$ cat config.mk
export PLATFORM = sky130hd
export DESIGN_NAME = module_bus_address_decode
export DESIGN_NICKNAME = d
export VERILOG_FILES = /design/src/rtl/bus_decode_pkg.sv /design/src/rtl/addr_map_if.sv /design/src/rtl/module_bus_address_decode.sv /design/src/rtl/array_match.sv
export SDC_FILE = /design/constraint.sdc
export NUM_CORES = 1
export LEC_CHECK = 0
export ABC_AREA = 0
export BUFFER_PORTS_ARGS = -buffer_cell sky130_fd_sc_hd__buf_2
export CORE_UTILIZATION = 40
export CTS_CLUSTER_SIZE = 16
export DETAILED_ROUTE_END_ITERATION = 8
export GPL_ROUTABILITY_DRIVEN = 0
export PLACE_DENSITY = 0.8
export SLEW_MARGIN = 30
export SYNTH_ARGS = -nofsm -noshare
export SYNTH_HDL_FRONTEND = slang
export SYNTH_SLANG_ARGS = --single-unit
$ cat constraint.sdc
create_clock -name i_clock -period 1.21 [get_ports i_clock]
set_input_delay 0.121 -clock i_clock [delete_from_list [all_inputs] [get_ports i_clock]]
set_output_delay 0.121 -clock i_clock [all_outputs]
set_load 0.005 [all_outputs]
$ cat src/rtl/bus_decode_pkg.sv
// Package of address map constants for the module bus decoder.
package bus_decode_pkg;

  // ==========================================================================
  // Bus widths
  localparam int CPU_ADDR_W  = 20;
  localparam int BUS_ADDR_W  = 24;
  localparam int BUS_DATA_W  = 16;
  localparam int EXT_BITS    = BUS_ADDR_W - CPU_ADDR_W;
  localparam int SIGN_BIT    = CPU_ADDR_W - 1;

  // ==========================================================================
  // Address map
  localparam logic [23:0] HOLE_LO       = 24'h080000;
  localparam logic [23:0] HOLE_HI       = 24'hf7ffff;
  localparam logic [2:0]  MODREG_ONES   = 3'h7;
  localparam logic [3:0]  MODREG_NIBBLE = 4'hf;
  localparam int          MODREG_SPAN_W = 12;
  localparam int          ARRAY_SPAN_W  = 11;
  localparam int          ROM_SPAN_W    = 14;

  // Reset values.
  localparam logic [23:0] RAM_BASE_RST  = 24'hfff000;
  localparam logic [23:0] ROM_BASE_RST  = 24'hff0000;

  // Target selection.
  typedef enum logic [2:0] {
    TGT_NONE,
    TGT_RAM,
    TGT_ROM,
    TGT_MODREG,
    TGT_EXTERNAL,
    TGT_ERROR
  } target_e;

endpackage

$ cat src/rtl/addr_map_if.sv
// Interface carrying the array placement between decoder and compare unit.
`timescale 1ns/1ps
interface addr_map_if;
  import bus_decode_pkg::*;
  logic [23:0] addr;
  logic [23:0] ram_base;
  logic [23:0] rom_base;
  logic        ram_hit;
  logic        rom_hit;
  modport decoder (output addr, output ram_base, output rom_base,
                   input ram_hit, input rom_hit);
  modport matcher (input addr, input ram_base, input rom_base,
                   output ram_hit, output rom_hit);
endinterface

$ cat src/rtl/module_bus_address_decode.sv
// Module bus address decoder with array relocation and module map control.
`timescale 1ns/1ps
module module_bus_address_decode
  import bus_decode_pkg::*;
(
  // Clock and reset.
  input  wire logic                  i_clock,
  input  wire logic                  i_resetn,
  // Processor request.
  input  wire logic                  i_req,
  input  wire logic                  i_write,
  input  wire logic [CPU_ADDR_W-1:0] i_addr,
  input  wire logic [BUS_DATA_W-1:0] i_wdata,
  // Configuration from the integration and RAM control blocks.
  input  wire logic                  i_module_map_bit,
  input  wire logic                  i_ram_enable_set,
  input  wire logic                  i_ram_disable,
  input  wire logic [23:0]           i_ram_base,
  input  wire logic [23:0]           i_rom_base,
  // Module bus outputs.
  output logic [BUS_ADDR_W-1:0]      o_bus_addr,
  output logic [BUS_DATA_W-1:0]      o_bus_wdata,
  output logic                       o_bus_write,
  output logic                       o_sel_ram,
  output logic                       o_sel_rom,
  output logic                       o_sel_modreg,
  output logic                       o_sel_external,
  output logic                       o_bus_error,
  // Test pins and status.
  output logic [EXT_BITS-1:0]        o_test_addr_hi,
  output logic                       o_ram_enabled,
  output logic                       o_modules_locked
);

  // ==========================================================================
  // Address extension
  // The processor drives only the lower lines of the bus. Each upper line
  // repeats the top processor bit, which is why the processor alone can never
  // land in the inaccessible range.
  logic [BUS_ADDR_W-1:0] full_addr;

  assign full_addr[CPU_ADDR_W-1:0] = i_addr;

  // One copy of the top processor bit for every upper bus line.
  for (genvar g = CPU_ADDR_W; g < BUS_ADDR_W; g++) begin : g_upper
    assign full_addr[g] = i_addr[SIGN_BIT];
  end

  // The compare unit sees the extended address and both base values.
  addr_map_if map ();
  assign map.addr     = full_addr;
  assign map.ram_base = i_ram_base;
  assign map.rom_base = i_rom_base;

  // Array hits come back combinationally and meet the priority chain below.
  array_match u_match (
    .m (map.matcher)
  );

  // ==========================================================================
  // Control state
  logic ram_en_q;
  logic locked_q;

  // RAM array stays off from reset until software turns it on.
  // Disable beats enable when both arrive together, the safer of the two.
  always_ff @(posedge i_clock) begin
    if (!i_resetn) begin
      ram_en_q <= 1'b0;
    end else if (i_ram_disable) begin
      ram_en_q <= 1'b0;
    end else if (i_ram_enable_set) begin
      ram_en_q <= 1'b1;
    end
  end

  // The lock is sticky so a later set of the map bit cannot reopen modules.
  // The map bit is looked at every cycle, so even a one-cycle low closes them.
  always_ff @(posedge i_clock) begin
    if (!i_resetn) begin
      locked_q <= 1'b0;
    end else if (!i_module_map_bit) begin
      locked_q <= 1'b1;
    end
  end

  // ==========================================================================
  // Decode
  logic    in_hole;
  logic    mod_hit;
  logic    mod_ok;
  logic    ram_ok;
  logic    rom_ok;
  target_e tgt;

  // The processor alone never reaches this range; the check still guards the
  // selects should another master ever drive the upper lines.
  assign in_hole = (full_addr >= HOLE_LO) && (full_addr <= HOLE_HI);
  // The register block nibble is the map bit followed by three ones.
  assign mod_hit = (full_addr[BUS_ADDR_W-1:CPU_ADDR_W] == {i_module_map_bit, MODREG_ONES})
                && (full_addr[SIGN_BIT:MODREG_SPAN_W]
                    == {(CPU_ADDR_W-MODREG_SPAN_W){1'b1}});
  // Only the full F nibble is legal in this device.
  assign mod_ok  = mod_hit && !locked_q && i_module_map_bit
                && ({i_module_map_bit, MODREG_ONES} == MODREG_NIBBLE);
  // A disabled RAM array stays silent and lets ROM or the external bus answer.
  assign ram_ok  = map.ram_hit && ram_en_q;
  assign rom_ok  = map.rom_hit;

  // Priority: hole, module registers, RAM, ROM, then external.
  always_comb begin
    tgt = TGT_NONE;
    if (i_req) begin
      if (in_hole) begin
        tgt = TGT_ERROR;
      end else if (mod_ok) begin
        tgt = TGT_MODREG;
      end else if (ram_ok) begin
        tgt = TGT_RAM;
      end else if (rom_ok) begin
        tgt = TGT_ROM;
      end else begin
        tgt = TGT_EXTERNAL;
      end
    end
  end

  // ==========================================================================
  // Registered outputs
  // Address lines hold the last request, so a slow target still sees them.
  always_ff @(posedge i_clock) begin
    if (!i_resetn) begin
      o_bus_addr <= '0;
    end else if (i_req) begin
      o_bus_addr <= full_addr;
    end
  end

  // Write data rides with the address; only sixteen data lines exist.
  always_ff @(posedge i_clock) begin
    if (!i_resetn) begin
      o_bus_wdata <= '0;
    end else if (i_req) begin
      o_bus_wdata <= i_wdata;
    end
  end

  // Direction of the access is taken together with the request.
  always_ff @(posedge i_clock) begin
    if (!i_resetn) begin
      o_bus_write <= 1'b0;
    end else if (i_req) begin
      o_bus_write <= i_write;
    end
  end

  // Test pins only mirror the upper lines; nothing inside decodes from them.
  always_ff @(posedge i_clock) begin
    if (!i_resetn) begin
      o_test_addr_hi <= '0;
    end else if (i_req) begin
      o_test_addr_hi <= full_addr[BUS_ADDR_W-1:CPU_ADDR_W];
    end
  end

  // ==========================================================================
  // Target selects
  // Selects are high in the cycle after each request cycle; a hole access selects none of them.
  always_ff @(posedge i_clock) begin
    if (!i_resetn) begin
      o_sel_ram      <= 1'b0;
      o_sel_rom      <= 1'b0;
      o_sel_modreg   <= 1'b0;
      o_sel_external <= 1'b0;
    end else begin
      o_sel_ram      <= (tgt == TGT_RAM);
      o_sel_rom      <= (tgt == TGT_ROM);
      o_sel_modreg   <= (tgt == TGT_MODREG);
      o_sel_external <= (tgt == TGT_EXTERNAL);
    end
  end

  // The error pulse stands in for a response the bus itself does not define.
  always_ff @(posedge i_clock) begin
    if (!i_resetn) begin
      o_bus_error <= 1'b0;
    end else begin
      o_bus_error <= (tgt == TGT_ERROR);
    end
  end

  // ==========================================================================
  // Status
  // RAM enable copy; it trails the internal state by one cycle.
  always_ff @(posedge i_clock) begin
    if (!i_resetn) begin
      o_ram_enabled <= 1'b0;
    end else begin
      o_ram_enabled <= ram_en_q;
    end
  end

  // Lock copy; it also trails the internal state by one cycle.
  always_ff @(posedge i_clock) begin
    if (!i_resetn) begin
      o_modules_locked <= 1'b0;
    end else begin
      o_modules_locked <= locked_q;
    end
  end

endmodule

$ cat src/rtl/array_match.sv
// Base compare unit locating the relocatable RAM and ROM arrays.
`timescale 1ns/1ps
module array_match
  import bus_decode_pkg::*;
(
  // Map carrier.
  addr_map_if.matcher m
);
  // Only the bits above each array span are compared, so the arrays align.
  assign m.ram_hit = (m.addr[BUS_ADDR_W-1:ARRAY_SPAN_W]
                      == m.ram_base[BUS_ADDR_W-1:ARRAY_SPAN_W]);
  assign m.rom_hit = (m.addr[BUS_ADDR_W-1:ROM_SPAN_W]
                      == m.rom_base[BUS_ADDR_W-1:ROM_SPAN_W]);
endmodule

# --- After elaboration in Yosys (flattened, before gate mapping) ---
# Index checks and enable logic that the tools add are counted.
word_totals:
  reg_bits: 47
  inputBits: 91
  elab_cells: 38
op_classes:
  order_cmp: 2
  n_eq_ne: 9
  n_mux: 5
  bitwise_logic: 1
  reduce_logical: 8
op_table:
  columns: ["cell", "n"]
  rows:
  - ["$ge 24x20->1 const B", 1]
  - ["$le 24x24->1 const B", 1]
  - ["$mux 3", 5]
  - ["$eq 13x13->1", 1]
  - ["$eq 10x10->1", 1]
  - ["$eq 8x8->1 const B", 1]
  - ["$eq 3x2->1 const B", 2]
  - ["$eq 3x3->1 const B", 2]
  - ["$logic_and 1x1->1", 6]
  - ["$eq 4x4->1", 1]
  - ["$eq 3x1->1 const B", 1]
  - ["$reduce_or 2->1", 1]
  - ["$logic_not 1->1", 1]
  - ["$not 1->1", 1]

# --- Depth between registers and ports, before layout ---
depth:
  ltp_word: 9
  ltp_mapped: 4
  mapped_depth_nobuf: 4

# --- Cells and area by module ---
# A second synthesis with hierarchy kept.
hier_totals:
  hier_cells: 183
  area_unflattened_um2: 2010.7
modules_own_cells:
  columns: ["mod", "n_inst", "cells_each", "area_per_inst_um2", "seq_area_each_um2"]
  rows:
  - ["module_bus_address_decode", 1, 153, 1759.2, 920.9]
  - ["array_match", 1, 30, 251.5, 0.0]

# --- Worst setup path after synthesis ---
# OpenSTA, ideal clock, no wires.
synth_path:
  kind: "input-to-reg"
  from: "input i_addr[19]"
  to: "register o_sel_ram"
  setup_time_ns: 0.061
  arrival_time_ns: 0.991
  t_required_ns: 1.149
  path_slack_ns: 0.157
  stages: 4
  path_buffers: 0
  path_cell_list: "nor4_1 a2bb2oi_1 nor4_4 and4b_1"
synth_between:
  elab_chain_cells: 9
  word_cells_on_any_way: 18
  cone_classes: "2 x order compare; 5 x eq/ne; 5 x mux; 6 x reduce/logical"
synth_lines:
  columns: ["item", "line_no", "text"]
  rows:
  - ["start: declaration", "module_bus_address_decode.sv:12", "input wire logic [CPU_ADDR_W-1:0] i_addr,"]
  - ["branches (longest 6 deep; another with $ge 24x20->1)", null, null]
  - ["$mux 3 (*)", "module_bus_address_decode.sv:114", "if (in_hole) begin"]
  - ["$mux 3 (*)", "module_bus_address_decode.sv:113", "if (i_req) begin"]
  - ["$eq 3x1->1 (*)", "module_bus_address_decode.sv:176", "o_sel_ram <= (tgt == TGT_RAM);"]
  - ["end signal: assignment", "module_bus_address_decode.sv:176", null]
  - ["end: declaration", "module_bus_address_decode.sv:24", "output logic o_sel_ram,"]
# Mark *: on every way between the ends.
# A chain may end at the register's enable or synchronous reset.

# --- Worst setup path after layout ---
layout_path:
  from: "register locked_q"
  to: "register o_sel_rom"
layout_between:
  elab_chain_cells: 8
layout_lines:
  columns: ["item", "line_no", "text"]
  rows:
  - ["start: declaration", "module_bus_address_decode.sv:63", "logic locked_q;"]
  - ["start signal: assignment", "module_bus_address_decode.sv:81", "locked_q <= 1'b0;"]
  - ["start signal: assignment", "module_bus_address_decode.sv:83", "locked_q <= 1'b1;"]
  - ["$logic_not 1->1", "module_bus_address_decode.sv:104", "assign mod_ok = mod_hit && !locked_q && i_module_map_bit"]
  - ["$logic_and 1x1->1 (2 in a row)", "module_bus_address_decode.sv:104", null]
  - ["$logic_and 1x1->1", "module_bus_address_decode.sv:105", "&& ({i_module_map_bit, MODREG_ONES} == MODREG_NIBBLE);"]
  - ["$mux 3", "module_bus_address_decode.sv:116", "end else if (mod_ok) begin"]
  - ["$mux 3", "module_bus_address_decode.sv:114", null]
  - ["$mux 3", "module_bus_address_decode.sv:113", null]
  - ["$eq 3x2->1", "module_bus_address_decode.sv:177", "o_sel_rom <= (tgt == TGT_ROM);"]
  - ["end signal: assignment", "module_bus_address_decode.sv:177", null]
  - ["end: declaration", "module_bus_address_decode.sv:25", "output logic o_sel_rom,"]
# Every way passes these cells.

==> key figures <==
STA
  • RSZ-0062 raised after global routing: false
  • Fmax: 950 MHz
  • Final hold slack: between 0.09 and 0.1 ns
  • Post-route setup slack: ~0.16 ns
  • Setup TNS: 0 ns
  • Skew final: 0.00569 ns
  • Final Hold Viols: 0
  • Final setup violation count: 0
  • Slew Viols, Final: 0
  • Part of the cycle the worst path needs: 0.870
  • Min Tclk post-route: approximately 1.1 ns

CTS
  • H-tree depth: 2
  • Clock buffer count from CTS: 5
  • Clock-pin transition on the worst setup and hold timing paths: about 0.080 ns
  • Clk Latency, worst-skew pair: just under 0.3 ns
  • CTS Sinks: 46
  • Longest Clk Path Bufs: 2
  • Post-CTS Setup Bufs: 0
  • CTS tree: yes
  • Clock Tree Root: clkbuf_8

Synth
  • FF+latch count, synth: 46
  • Yosys warnings: 0
  • Cell count after synthesis: roughly 180
  • Ys async rst share: 0
  • Post-Syn Area per Cell: ~11 um^2
  • Netlist Area Pre-Place: 1940 um^2
  • Register area share after synthesis: 0.476
  • Post-synth cell types: 24
  • Synth Flop Type: dfxtp_1
  • Syn nets: between 200 and 300
  • Number of synthesized flops with an enable pin: 0

Floorplanning
  • Chip height: ~72 um
  • Total core area: roughly 4500 um^2
  • Initial core utilization: 0.430
  • Io pins: 143
  • Total die area: slightly above 5000 um^2
  • Die X: approximately 72 um
  • # rows: 24

Layout
  • Nets: ~390
  • Number of fill cells: slightly above 400
  • Commonest cells after routing, fill and taps aside: 117 x buf_2, 46 x dfxtp_1, 37 x mux2i_1, 37 x nor2b_1, 10 x xnor2_1
  • Leading cell type in the layout, fill and taps excluded: buf_2
  • Area of the multi-input gates: a little over 900 um^2
  • Final std cells w/o fill: approximately 350
  • Area Growth Syn to Fin: 36.6%
  • Register area: 921 um^2
  • Diode count: 0
  • Share of layout cells above drive strength 1: 0.444

Setup path
  • Setup CP Type: reg2reg
  • CP Max Fanout: 3
  • Worst path slowest cell: dfxtp_1
  • CP cell instances: nand2b_1 > nor3_2 > nand3b_1 > nor3_1
  • Reg-to-reg startpoint: locked_q
  • Endpoint class of the critical path: register
  • Worst EP arrival: 1.22 ns
  • Top delay family on crit path: simple AND/OR/NAND/NOR gates
  • Highest cell delay on the worst timing path: 0.31 ns
  • CP Launch Type: register
  • CP Data Required Time: around 1.4 ns
  • Critical Path Source: locked_q
  • CP bufs+invs: 0

Place
  • Placed cell count: roughly 340
  • Post-Place Worst Slack: -0.0888 ns
  • Detail Placement HPWL: roughly 3000 um
  • # port buffers: around 120

Detailed routing
  • Residual DRC: 0
  • Post-route ant nets: 0
  • WL/cell: 11.6 um
  • First DRT Iteration DRCs: 28
  • Via count: 1,590
  • Total wire length: 4040 um
  • Avg Vias per Cell: 4.58
  • DR pass1 iterations: 3

Min path
  • Worst Hold Class: in2reg
  • HP Start: i_addr[10]

Power
  • Leakage: approximately 1.4 nW
  • PwrDens: 1150 nW/um^2
  • Pwr Total: just over 3 mW
  • Max VDD drop: between 0.5 and 0.6 mV

Global route
  • GR Util All Layers: 0.163
  • Largest net degree at the start of global routing: 41
  • Number of global-route vias before repair: roughly 1,500
  • First-pass GRT wire length: about 6500 um
  • Initial antenna violation count: 0
  • GRT overflow: 0

Flow run
  • Max_cap viols: 0

Run status
  • Outcome: completed
[cells in the mapped netlist (2+ instances only)]
cell / instances / area [um^2]
clkbuf_1: 5 / 18.8
nor2_1: 3 / 11.3
buf_4: 8 / 60.1
nor3b_1: 2 / 15.0
buf_2: 4 / 20.0
nand2_1: 3 / 11.3
nand4_1: 6 / 37.5
and2_1: 3 / 18.8
xor2_1: 3 / 26.3
nor2b_1: 37 / 231
dfxtp_1: 46 / 921
nor4_1: 2 / 12.5
xnor2_1: 10 / 87.6
mux2i_1: 37 / 370
nor3_1: 3 / 15.0
[where the power goes]
part	total, mW	switching [mW]	internal, mW
combinational	0.493	0.213	0.280
clock	0.925	0.464	0.461
sequential	1.63	0.0377	1.60
total	3.05	0.715	2.34
[metrics by stage]
step,util,cell area [um^2]
finish,0.587,2640
global placement,0.563,2540
floorplan,-,1940
global route,0.587,2640
CTS,0.586,2640
detailed placement,0.563,2540
[metal layers]
layer / vias to the layer above / part of all wire / global-route usage
li1: 822 / - / -
met1: 697 / 0.43 / 0.179
met2: 66 / 0.48 / 0.289
met3: 5 / 0.080 / 0.0633
met4: 0 / 0.0092 / 0.0523
met5: - / 0 / 0
[kinds of logic after synthesis]
| kind of cell | Yosys count | share of synthesized area |
|---|---|---|
| simple gates | 65 | 0.211 |
| other cells | 1 | 0.00194 |
| compound gates | 2 | 0.00970 |
| flops | 46 | 0.476 |
| mux | 37 | 0.191 |
| buf+inv | 17 | 0.0511 |
| xor+xnor | 13 | 0.0588 |
[registers in the layout, indices dropped and copies added, names as in the netlist]
| register | count |
|---|---|
| o_sel_ram | 1 |
| ram_en_q | 1 |
| o_bus_error | 1 |
| o_bus_addr | 20 |
| o_sel_modreg | 1 |
| o_bus_write | 1 |
| o_modules_locked | 1 |
| o_sel_external | 1 |
| o_ram_enabled | 1 |
| locked_q | 1 |
| o_sel_rom | 1 |
| o_bus_wdata | 16 |
[final cells by class]
| type | count | area share |
|---|---|---|
| Timing Repair Buffer | 123 | 0.244 |
| Clock inverter | 1 | 0.00189 |
| Tap cell | 52 | 0.0246 |
| Sequential cell | 46 | 0.348 |
| Clock buffer | 7 | 0.0327 |
| Multi-Input combinational cell | 118 | 0.348 |
[path summary, 6_finish.rpt]
| check | depth (start not counted) | end | slack, ns |
|---|---|---|---|
| worst max-delay path | 4 | o_sel_rom | 0.16 |
| worst min-delay path | 3 | o_bus_addr[10] | 0.09 |
| worst max register to register | 4 | o_sel_rom | 0.16 |
| worst min register to register | 1 | o_modules_locked | 0.46 |
[repair_timing]
item                       4_1_cts  5_1_grt
resized for setup                0        1
setup endpoints to repair        0        2
hold buffers                     1        0
hold endpoints to repair         1        0
[tightest hold or removal path: stages]
cell     delay, ns
buf_2         0.07
mux2i_1       0.06
nor2b_1       0.09
Note: power is estimated with default switching activity, not from simulation.
